## config.mk

```make
export PLATFORM = sky130hd
export DESIGN_NAME = mpcs_paging_select
export DESIGN_NICKNAME = d
export VERILOG_FILES = /design/src/logic/mpcs_pkg.sv /design/src/logic/mpcs_paging_select.sv
export SDC_FILE = /design/constraint.sdc
export NUM_CORES = 1
export LEC_CHECK = 0
export ABC_CLOCK_PERIOD_IN_PS = 9000
export BUFFER_PORTS_ARGS = -buffer_cell sky130_fd_sc_hd__buf_4
export CORE_UTILIZATION = 50
export DETAILED_ROUTE_END_ITERATION = 7
export GPL_TIMING_DRIVEN = 1
export PLACE_DENSITY = 0.78
export REMOVE_ABC_BUFFERS = 1
export SETUP_SLACK_MARGIN = 0.1
export SLEW_MARGIN = 25
export SYNTH_ARGS = -nofsm -noshare
export SYNTH_HDL_FRONTEND = slang
export SYNTH_SLANG_ARGS = --single-unit
```

## constraint.sdc

```tcl
create_clock -name ref_clk_in -period 9 [get_ports ref_clk_in]
set_input_delay 1.8 -clock ref_clk_in [delete_from_list [all_inputs] [get_ports ref_clk_in]]
set_output_delay 1.8 -clock ref_clk_in [all_outputs]
set_load 0.02 [all_outputs]
```

## src/logic/mpcs_pkg.sv

```systemverilog
package mpcs_pkg;

  // register offsets on the byte-wide register port
  localparam logic [7:0] MPCS_OFS_LINE_ASSIGN = 8'h2D;
  localparam logic [7:0] MPCS_OFS_SIZE_SEL    = 8'h56;
  localparam logic [7:0] MPCS_OFS_BASE_SEL    = 8'h57;
  localparam logic [7:0] MPCS_OFS_BANK1       = 8'h58;
  localparam logic [7:0] MPCS_OFS_BANK2       = 8'h59;
  localparam logic [7:0] MPCS_OFS_STRETCH     = 8'h5A;
  localparam logic [7:0] MPCS_OFS_SEL_CTRL    = 8'h5B;
  localparam logic [7:0] MPCS_OFS_GP1_BASE    = 8'h5C;
  localparam logic [7:0] MPCS_OFS_GP1_CTRL    = 8'h5D;
  localparam logic [7:0] MPCS_OFS_GP2_BASE    = 8'h5E;
  localparam logic [7:0] MPCS_OFS_GP2_CTRL    = 8'h5F;

  // writable-bit masks; other bits read as zero
  localparam logic [7:0] MPCS_MASK_BASE_SEL = 8'hEE;
  localparam logic [7:0] MPCS_MASK_SIX      = 8'h3F;
  localparam logic [7:0] MPCS_MASK_GP2_CTRL = 8'hBF;

  // window size codes
  localparam logic [1:0] MPCS_WIN_OFF = 2'h0;
  localparam logic [1:0] MPCS_WIN_8K  = 2'h1;
  localparam logic [1:0] MPCS_WIN_16K = 2'h2;
  localparam logic [1:0] MPCS_WIN_32K = 2'h3;

  // general select size codes
  localparam logic [3:0] MPCS_GP_OFF     = 4'h0;
  localparam logic [3:0] MPCS_GP_512K    = 4'h9;
  localparam logic [3:0] MPCS_GP_FOLLOW1 = 4'hA;
  localparam logic [3:0] MPCS_GP_FOLLOW2 = 4'hB;
  localparam int         MPCS_GP_BASE_LSB = 11;
  localparam int         MPCS_CPU_TOP_BIT = 15;

  // expansion lines 15:13 double as cpu address lines
  localparam logic [5:0] MPCS_LOW_LINES = 6'h07;
  localparam int         MPCS_LINE_14   = 1;

  // program select starts enabled
  localparam logic [7:0] MPCS_SEL_CTRL_RESET = 8'h04;

  typedef struct packed {
    logic [7:0] addr;
    logic [7:0] wdata;
    logic       wr;
    logic       rd;
  } mpcs_bus_req_t;

  typedef struct packed {
    logic prog;
    logic io;
    logic gp1;
    logic gp2;
  } mpcs_selects_t;

  typedef struct packed {
    logic [5:0] line_assign;
    logic [7:0] size_sel;
    logic [7:0] base_sel;
    logic [5:0] bank1;
    logic [5:0] bank2;
    logic [7:0] stretch;
    logic [7:0] sel_ctrl;
    logic [7:0] gp1_base;
    logic [7:0] gp1_ctrl;
    logic [7:0] gp2_base;
    logic [7:0] gp2_ctrl;
    logic [7:0] rdata;
  } mpcs_state_t;

endpackage

```

## src/logic/mpcs_paging_select.sv

```systemverilog
// Overview of operation
// - each line-assignment bit makes its pin an expansion line when one, GPIO when zero
// - an expansion bit other than lines 15:13 used by neither window leaves its pin free for GPIO
// - assigned but unused lines 15:13 carry the matching cpu address bit
// - two-bit window size: off, 8K, 16K or 32K
// - bank count follows size: 64, 32 or 16 banks
// - base field gives the top three bits of the window start
// - bases align to size; 32K windows sit at 0, 0x4000 or 0x8000
// - an address inside a window drives that window's bank bits out
// - a bank bit reaches its pin only when that pin is assigned
// - each chip select asserts when the cpu hits its range
// - chip selects work only in expanded mode; unused pins stay GPIO
// - io and general select polarity and assertion phase are programmable
// - each select may stretch its bus cycle by zero to three clocks
// - io select covers 4K at 0x1000 or 8K at 0x0000, reset disabled
// - program select enabled at reset, active low, address-valid, top-of-memory sizes
// - priority bit picks general selects over program select, default program wins
// - general selects have nine sizes, off, or follow window 1 or 2
// - general selects decode anywhere from their own base register
// - general select phase defaults to clock high; polarity defaults active low
// - select 1 may be ORed onto the select 2 pin
// - either general select may be ORed onto the program select pin
// - source bit picks cpu address or expanded address for general decode
// - window 1 wins where windows overlap
// - 32K window at 0x4000 drives inverted address bit 14 on line 14
`timescale 1ns/1ps
`default_nettype none

module mpcs_paging_select (
  input  wire logic                   ref_clk_in,
  input  wire logic                   reset_in,
  input  wire mpcs_pkg::mpcs_bus_req_t bus_req_in,
  output logic [7:0]                  bus_rdata_out,
  input  wire logic [15:0]            cpu_addr_in,
  input  wire logic                   phase_clk_in,
  input  wire logic                   addr_valid_in,
  input  wire logic                   expanded_mode_in,
  output logic [5:0]                  expansion_address_lines_out,
  output logic [5:0]                  expansion_line_enable_out,
  output mpcs_pkg::mpcs_selects_t     select_pins_out,
  output mpcs_pkg::mpcs_selects_t     select_pin_enable_out,
  output logic [1:0]                  stretch_cycles_out
);
  import mpcs_pkg::*;

  mpcs_state_t state_reg;
  mpcs_state_t state_next;

  // window fields
  logic [1:0]  w1_size;
  logic [1:0]  w2_size;
  logic [2:0]  w1_base;
  logic [2:0]  w2_base;
  logic        w1_hit;
  logic        w2_raw_hit;
  logic        w2_hit;
  logic [5:0]  w1_used;
  logic [5:0]  w2_used;
  logic        w1_at_4000;
  logic        w2_at_4000;
  logic [5:0]  line_value;
  logic [5:0]  line_in_use;
  logic [18:0] exp_addr;

  // select fields
  logic        io_en;
  logic        io_pol;
  logic        io_av;
  logic        io_size;
  logic        gp_priority;
  logic        prog_en;
  logic [1:0]  prog_size;
  logic        io_range;
  logic        prog_range;
  logic        gp1_range;
  logic        gp2_range;
  logic        io_act;
  logic        prog_act;
  logic        gp1_act;
  logic        gp2_act;
  logic        prog_pin_act;
  logic        gp2_pin_act;
  logic        phase_high;

  function automatic logic win_hit(input logic [1:0] sz, input logic [2:0] b,
                                   input logic [15:0] a);
    logic r;
    r = 1'b0;
    case (sz)
      MPCS_WIN_8K:  r = (a[15:13] == b);
      MPCS_WIN_16K: r = (a[15:14] == b[2:1]);
      MPCS_WIN_32K:
      begin
        if (b[2])
          r = a[15];
        else if (b[1])
          r = (a[15] != a[14]);
        else
          r = !a[15];
      end
      default: r = 1'b0;
    endcase
    return r;
  endfunction

  // expansion lines carrying bank bits; fewer banks for larger windows
  function automatic logic [5:0] win_used(input logic [1:0] sz);
    logic [5:0] m;
    m = 6'h00;
    case (sz)
      MPCS_WIN_8K:  m = 6'h3F;
      MPCS_WIN_16K: m = 6'h3E;
      MPCS_WIN_32K: m = 6'h3C;
      default:      m = 6'h00;
    endcase
    return m;
  endfunction

  function automatic logic gp_hit(input logic [3:0] sz, input logic [7:0] base,
                                  input logic mx, input logic [18:0] a,
                                  input logic f1, input logic f2);
    logic r;
    r = 1'b1;
    if (sz == MPCS_GP_OFF)
      r = 1'b0;
    else if (sz == MPCS_GP_FOLLOW1)
      r = f1;
    else if (sz == MPCS_GP_FOLLOW2)
      r = f2;
    else if (sz < MPCS_GP_512K)
    begin
      for (int j = 0; j < 8; j++)
      begin
        if ((j + 1 >= int'(sz)) && (mx || (j + MPCS_GP_BASE_LSB <= MPCS_CPU_TOP_BIT)))
        begin
          if (a[j + MPCS_GP_BASE_LSB] != base[j])
            r = 1'b0;
        end
      end
    end
    return r;
  endfunction

  assign w1_size     = state_reg.size_sel[1:0];
  assign w2_size     = state_reg.size_sel[5:4];
  assign w1_base     = state_reg.base_sel[3:1];
  assign w2_base     = state_reg.base_sel[7:5];
  assign io_en       = state_reg.sel_ctrl[7];
  assign io_pol      = state_reg.sel_ctrl[6];
  assign io_av       = state_reg.sel_ctrl[5];
  assign io_size     = state_reg.sel_ctrl[4];
  assign gp_priority = state_reg.sel_ctrl[3];
  assign prog_en     = state_reg.sel_ctrl[2];
  assign prog_size   = state_reg.sel_ctrl[1:0];

  always_comb
  begin
    w1_hit     = win_hit(w1_size, w1_base, cpu_addr_in);
    w2_raw_hit = win_hit(w2_size, w2_base, cpu_addr_in);
    w2_hit     = w2_raw_hit && !w1_hit;
    w1_used    = win_used(w1_size);
    w2_used    = win_used(w2_size);
    w1_at_4000 = (w1_size == MPCS_WIN_32K) && (w1_base[2:1] == 2'b01);
    w2_at_4000 = (w2_size == MPCS_WIN_32K) && (w2_base[2:1] == 2'b01);
    line_value = {3'b000, cpu_addr_in[15:13]};
    if (w1_hit)
    begin
      line_value = (state_reg.bank1 & w1_used) | (line_value & ~w1_used);
      if (w1_at_4000)
        line_value[MPCS_LINE_14] = !cpu_addr_in[14];
    end
    else if (w2_hit)
    begin
      line_value = (state_reg.bank2 & w2_used) | (line_value & ~w2_used);
      if (w2_at_4000)
        line_value[MPCS_LINE_14] = !cpu_addr_in[14];
    end
    line_in_use = w1_used | w2_used | MPCS_LOW_LINES;
    exp_addr    = {line_value, cpu_addr_in[12:0]};
  end

  assign expansion_line_enable_out   = state_reg.line_assign & line_in_use;
  assign expansion_address_lines_out = line_value & expansion_line_enable_out;

  assign phase_high = addr_valid_in && phase_clk_in;

  always_comb
  begin
    if (io_size)
      io_range = (cpu_addr_in[15:12] == 4'h1);
    else
      io_range = (cpu_addr_in[15:13] == 3'h0);
    case (prog_size)
      2'h0:    prog_range = 1'b1;
      2'h1:    prog_range = cpu_addr_in[15];
      2'h2:    prog_range = (cpu_addr_in[15:14] == 2'h3);
      default: prog_range = (cpu_addr_in[15:13] == 3'h7);
    endcase
    gp1_range = gp_hit(state_reg.gp1_ctrl[3:0], state_reg.gp1_base,
                       state_reg.size_sel[6],
                       state_reg.size_sel[6] ? exp_addr : {3'b000, cpu_addr_in},
                       w1_hit, w2_hit);
    gp2_range = gp_hit(state_reg.gp2_ctrl[3:0], state_reg.gp2_base,
                       state_reg.size_sel[7],
                       state_reg.size_sel[7] ? exp_addr : {3'b000, cpu_addr_in},
                       w1_hit, w2_hit);
    io_act   = expanded_mode_in && io_en && io_range
               && (io_av ? addr_valid_in : phase_high);
    prog_act = expanded_mode_in && prog_en && prog_range && addr_valid_in;
    gp1_act  = expanded_mode_in && gp1_range
               && (state_reg.gp1_ctrl[4] ? addr_valid_in : phase_high);
    gp2_act  = expanded_mode_in && gp2_range
               && (state_reg.gp2_ctrl[4] ? addr_valid_in : phase_high);
    if (gp_priority)
      prog_act = prog_act && !gp1_act && !gp2_act;
    else if (prog_act)
    begin
      gp1_act = 1'b0;
      gp2_act = 1'b0;
    end
    gp2_pin_act  = gp2_act || (state_reg.gp1_ctrl[6] && gp1_act);
    prog_pin_act = prog_act || (state_reg.gp1_ctrl[7] && gp1_act)
                   || (state_reg.gp2_ctrl[7] && gp2_act);
  end

  // polarity bit high means active high
  always_comb
  begin
    select_pins_out.prog = !prog_pin_act;
    select_pins_out.io   = io_pol ? io_act : !io_act;
    select_pins_out.gp1  = state_reg.gp1_ctrl[5] ? gp1_act : !gp1_act;
    select_pins_out.gp2  = state_reg.gp2_ctrl[5] ? gp2_pin_act : !gp2_pin_act;
    select_pin_enable_out.prog = expanded_mode_in && prog_en;
    select_pin_enable_out.io   = expanded_mode_in && io_en;
    select_pin_enable_out.gp1  = expanded_mode_in && (state_reg.gp1_ctrl[3:0] != MPCS_GP_OFF);
    select_pin_enable_out.gp2  = expanded_mode_in && (state_reg.gp2_ctrl[3:0] != MPCS_GP_OFF);
  end

  // longest stretch among the selects taking part in this access
  always_comb
  begin
    stretch_cycles_out = 2'h0;
    if (io_act && state_reg.stretch[7:6] > stretch_cycles_out)
      stretch_cycles_out = state_reg.stretch[7:6];
    if (prog_act && state_reg.stretch[5:4] > stretch_cycles_out)
      stretch_cycles_out = state_reg.stretch[5:4];
    if (gp1_act && state_reg.stretch[3:2] > stretch_cycles_out)
      stretch_cycles_out = state_reg.stretch[3:2];
    if (gp2_act && state_reg.stretch[1:0] > stretch_cycles_out)
      stretch_cycles_out = state_reg.stretch[1:0];
  end

  always_comb
  begin
    state_next       = state_reg;
    state_next.rdata = 8'h00;
    if (bus_req_in.wr)
    begin
      case (bus_req_in.addr)
        MPCS_OFS_LINE_ASSIGN: state_next.line_assign = bus_req_in.wdata[5:0];
        MPCS_OFS_SIZE_SEL:    state_next.size_sel    = bus_req_in.wdata;
        MPCS_OFS_BASE_SEL:    state_next.base_sel    = bus_req_in.wdata & MPCS_MASK_BASE_SEL;
        MPCS_OFS_BANK1:       state_next.bank1       = bus_req_in.wdata[5:0];
        MPCS_OFS_BANK2:       state_next.bank2       = bus_req_in.wdata[5:0];
        MPCS_OFS_STRETCH:     state_next.stretch     = bus_req_in.wdata;
        MPCS_OFS_SEL_CTRL:    state_next.sel_ctrl    = bus_req_in.wdata;
        MPCS_OFS_GP1_BASE:    state_next.gp1_base    = bus_req_in.wdata;
        MPCS_OFS_GP1_CTRL:    state_next.gp1_ctrl    = bus_req_in.wdata;
        MPCS_OFS_GP2_BASE:    state_next.gp2_base    = bus_req_in.wdata;
        MPCS_OFS_GP2_CTRL:    state_next.gp2_ctrl    = bus_req_in.wdata & MPCS_MASK_GP2_CTRL;
        default:              state_next.rdata       = 8'h00;
      endcase
    end
    if (bus_req_in.rd)
    begin
      case (bus_req_in.addr)
        MPCS_OFS_LINE_ASSIGN: state_next.rdata = {2'b00, state_reg.line_assign};
        MPCS_OFS_SIZE_SEL:    state_next.rdata = state_reg.size_sel;
        MPCS_OFS_BASE_SEL:    state_next.rdata = state_reg.base_sel;
        MPCS_OFS_BANK1:       state_next.rdata = {2'b00, state_reg.bank1};
        MPCS_OFS_BANK2:       state_next.rdata = {2'b00, state_reg.bank2};
        MPCS_OFS_STRETCH:     state_next.rdata = state_reg.stretch;
        MPCS_OFS_SEL_CTRL:    state_next.rdata = state_reg.sel_ctrl;
        MPCS_OFS_GP1_BASE:    state_next.rdata = state_reg.gp1_base;
        MPCS_OFS_GP1_CTRL:    state_next.rdata = state_reg.gp1_ctrl;
        MPCS_OFS_GP2_BASE:    state_next.rdata = state_reg.gp2_base;
        MPCS_OFS_GP2_CTRL:    state_next.rdata = state_reg.gp2_ctrl;
        default:              state_next.rdata = 8'h00;
      endcase
    end
  end

  always_ff @(posedge ref_clk_in or posedge reset_in)
  begin
    if (reset_in)
    begin
      state_reg          <= '0;
      state_reg.sel_ctrl <= MPCS_SEL_CTRL_RESET;
    end
    else
      state_reg <= state_next;
  end

  assign bus_rdata_out = state_reg.rdata;
endmodule // mpcs_paging_select

`default_nettype wire

```

==> results by group <==
STA
  – Final setup viols: 0
  – Max-slew headroom: 46.22%
  – Worst-Margin Slew: 801.4 ps
  – Tmin final: 8657 ps
  – Hold Vio Cnt, Final: 0
  – RSZ-0062 raised after global routing: no
  – Post-route setup slack: 342.8 ps
  – Worst hold-check slack: 515.6 ps
  – Final Skew: 7.024 ps
  – Post-route setup TNS: 0 ps
  – Final Max Tran Viols: 0
  – Tcrit/Tclk final: 96.19%
  – Max Freq: 115.5 MHz

Synth
  – Ys Warns: 0
  – Sequential share of the synthesized area: 39.19%
  – Gate Count Post-Synth: 529
  – Post-synth cell types: 72
  – Count leader, synth: dfrtp_1
  – Post-synth ARST share: 100.0%
  – Share of Yosys cell area claimed by the top area cell type: 38.71%
  – Synth area leaders: dfrtp_1 (39%), mux2_2 (16%), ha_1 (3.6%)
  – Synthesized area per cell: 10.51 um2
  – Most area-hungry cell type in the Yosys netlist: dfrtp_1
  – Cell Area, Synth: 5559 um2
  – Main flop type after synthesis: dfrtp_1
  – Number of synthesized flops with an enable pin: 0
  – Commonest cells in the netlist: dfrtp_1 (86), mux2_2 (78), nand2_1 (39)
  – Yosys reg bits: 87

Hold path
  – Hold depth: 1
  – Hold Crit Class: register to register

CTS
  – Max clock buf depth: 2
  – Hold buffers post-CTS: 0
  – CTS tree: yes
  – CTS root buffer: clkbuf_8
  – Worst-path clk slew: 80 ps
  – Sink Count: 87
  – Clock latency on the worst-skew pair: 380 ps
  – Inserted Clock Buffers: 9
  – H-tree depth: 3

Layout
  – Ant diodes: 0
  – Nets@finish: 628
  – Share of cells above drive strength 1: 34.43%
  – Fill cells: 913
  – Design area: 6332 um2
  – Syn-to-layout area delta: 13.91%
  – Max FFs per register: 71

Setup path
  – WP data arrival: 6860 ps
  – Worst Path Max Fanout: 13
  – Critical path class: input pin to output port
  – Crit path launch type: input pin
  – CP endpoint kind: output port
  – Cell depth of the worst flop-to-flop path: 4
  – Worst EP required: 7200 ps

Die
  – Die height: 107.4 um
  – Die W: 107.4 um
  – Initial Utilization: 51.28%
  – I/O Pins: 69
  – Core box area: 10840 um2
  – Die area: 11540 um2
  – FP Rows: 38

Power
  – Peak supply drop: 0.0001065 V
  – Leakage: 2.835 nW
  – PwrDens: 139.5 nW/um2

Placement
  – PortBufs: 57
  – Dpl ws: 171.2 ps
  – Cell area after placement: 6015 um2
  – DPL Wire Length: 12220 um
  – Placer congestion estimate: 1.007

Run
  – Max cap viols: 0

Drt
  – Via count: 4717
  – DRT antenna net count: 0
  – First-pass detailed-route iteration total: 8
  – DRT iter0 DRCs: 672
  – WL/cell: 23.55 um
  – Drt drc: 23
  – Total Wirelength: 16910 um
  – Vias per inst: 6.570

Global routing
  – Grt ovf: 0
  – Initial antenna violation count: 0
  – Vias in the first global route: 4663
  – Total global-route track usage: 30.53%
  – First-pass GRT wire length: 25920 um
  – Pin count of the biggest net entering global routing: 47

Run status
  – Status: finished with violations
  – Violated checks: DRC
[stage by stage]
step | utilization, % | instances | power, mW
finish | 58.41 | 718 | 0.8835
global route | 58.41 | 718 | 0.9158
CTS | 57.14 | 711 | 0.8639
detailed placement | 55.48 | 695 | 0.6099
global placement | 55.23 | 694 | 0.6015
floorplan | - | 493 | 0.5429
[power breakdown]
part / leakage (nW) / switching (mW) / internal, mW
sequential: 1.15 / 0.0258 / 0.409
combinational: 1.59 / 0.109 / 0.0825
clock: 0.0891 / 0.149 / 0.109
total: 2.83 / 0.283 / 0.600
[layer usage]
metal  share of wire (%)  global-route usage (%)
met3                 9.4                   6.901
met1                  41                   40.20
met4                 2.6                   12.43
met2                  47                   48.57
met5                   0                       0
[cells in the final DEF, fill, tap and decap left out, types with 10 or more instances in the layout]
| cell type | synthesis | layout |
|---|---|---|
| a222oi_1 | 12 | 12 |
| o21ai_0 | 23 | 23 |
| a21oi_1 | 15 | 15 |
| nor3_1 | 14 | 14 |
| a22oi_1 | 11 | 11 |
| nand2_1 | 39 | 39 |
| xnor2_1 | 15 | 15 |
| nor2_1 | 20 | 20 |
| dfrtp_1 | 86 | 86 |
| nor2b_1 | 12 | 12 |
| and2_1 | 10 | 10 |
| clkbuf_8 | 0 | 10 |
| ha_1 | 16 | 15 |
| a31oi_1 | 12 | 12 |
| buf_4 | 11 | 65 |
| mux2_2 | 78 | 78 |
| inv_1 | 24 | 23 |
[worst max-delay path: stages]
cell and delay [ps]:
buf_4 180, inv_1 100, ha_2 340, a221oi_4 330, o32a_4 330, mux2i_4 330, xnor2_1 110, a311oi_1 350
o211ai_2 210, o31ai_4 320, a21o_2 160, o21ai_0 80, ha_1 270, nor2_1 40, maj3_1 370, and4_1 230
a211oi_2 210, ha_1 190, inv_1 40, a21oi_1 160, a21oi_1 70, nand2_2 120, mux2_2 340, buf_4 150
[logic make-up after synthesis]
kind of cell	count (synthesis)	share of synthesized area [%]
adders and majority gates	17	3.781
xor gates and xnor gates	21	3.579
buffers and inverters	60	5.334
muxes	87	17.94
AOI/OAI and AO/OA	125	17.80
and+or+nand+nor	132	12.38
DFF	87	39.19
[final timing paths]
check / from / to / slack [ps]
min in group asynchronous: reset_in / bus_rdata_out[5]$_DFF_PP0_ / 1550
max in group asynchronous: reset_in / state_reg[17]$_DFFE_PP0P_ / 6840
max reg2reg: state_reg[19]$_DFFE_PP0P_ / bus_rdata_out[3]$_DFF_PP0_ / 7460
min: state_reg[78]$_DFFE_PP0P_ / state_reg[78]$_DFFE_PP0P_ / 520
max: cpu_addr_in[14] / stretch_cycles_out[0] / 340
min reg2reg: state_reg[78]$_DFFE_PP0P_ / state_reg[78]$_DFFE_PP0P_ / 520
[what timing repair did]
item / CTS / global route
endpoints found under the setup margin: 0 / 2
buffers inserted: 0 / 6
resized for setup: 0 / 8
[cell type report]
cell class | count | area (um2) | area share, %
clock inverter | 6 | 42.54 | 0.6718
sequential | 87 | 2178 | 34.40
timing repair buffer | 68 | 546.8 | 8.635
inverter | 24 | 91.34 | 1.442
multi-input combinational | 383 | 3161 | 49.91
clock buffer | 10 | 137.6 | 2.173
tap | 140 | 175.2 | 2.766
Power figures use the tool's default switching activity.
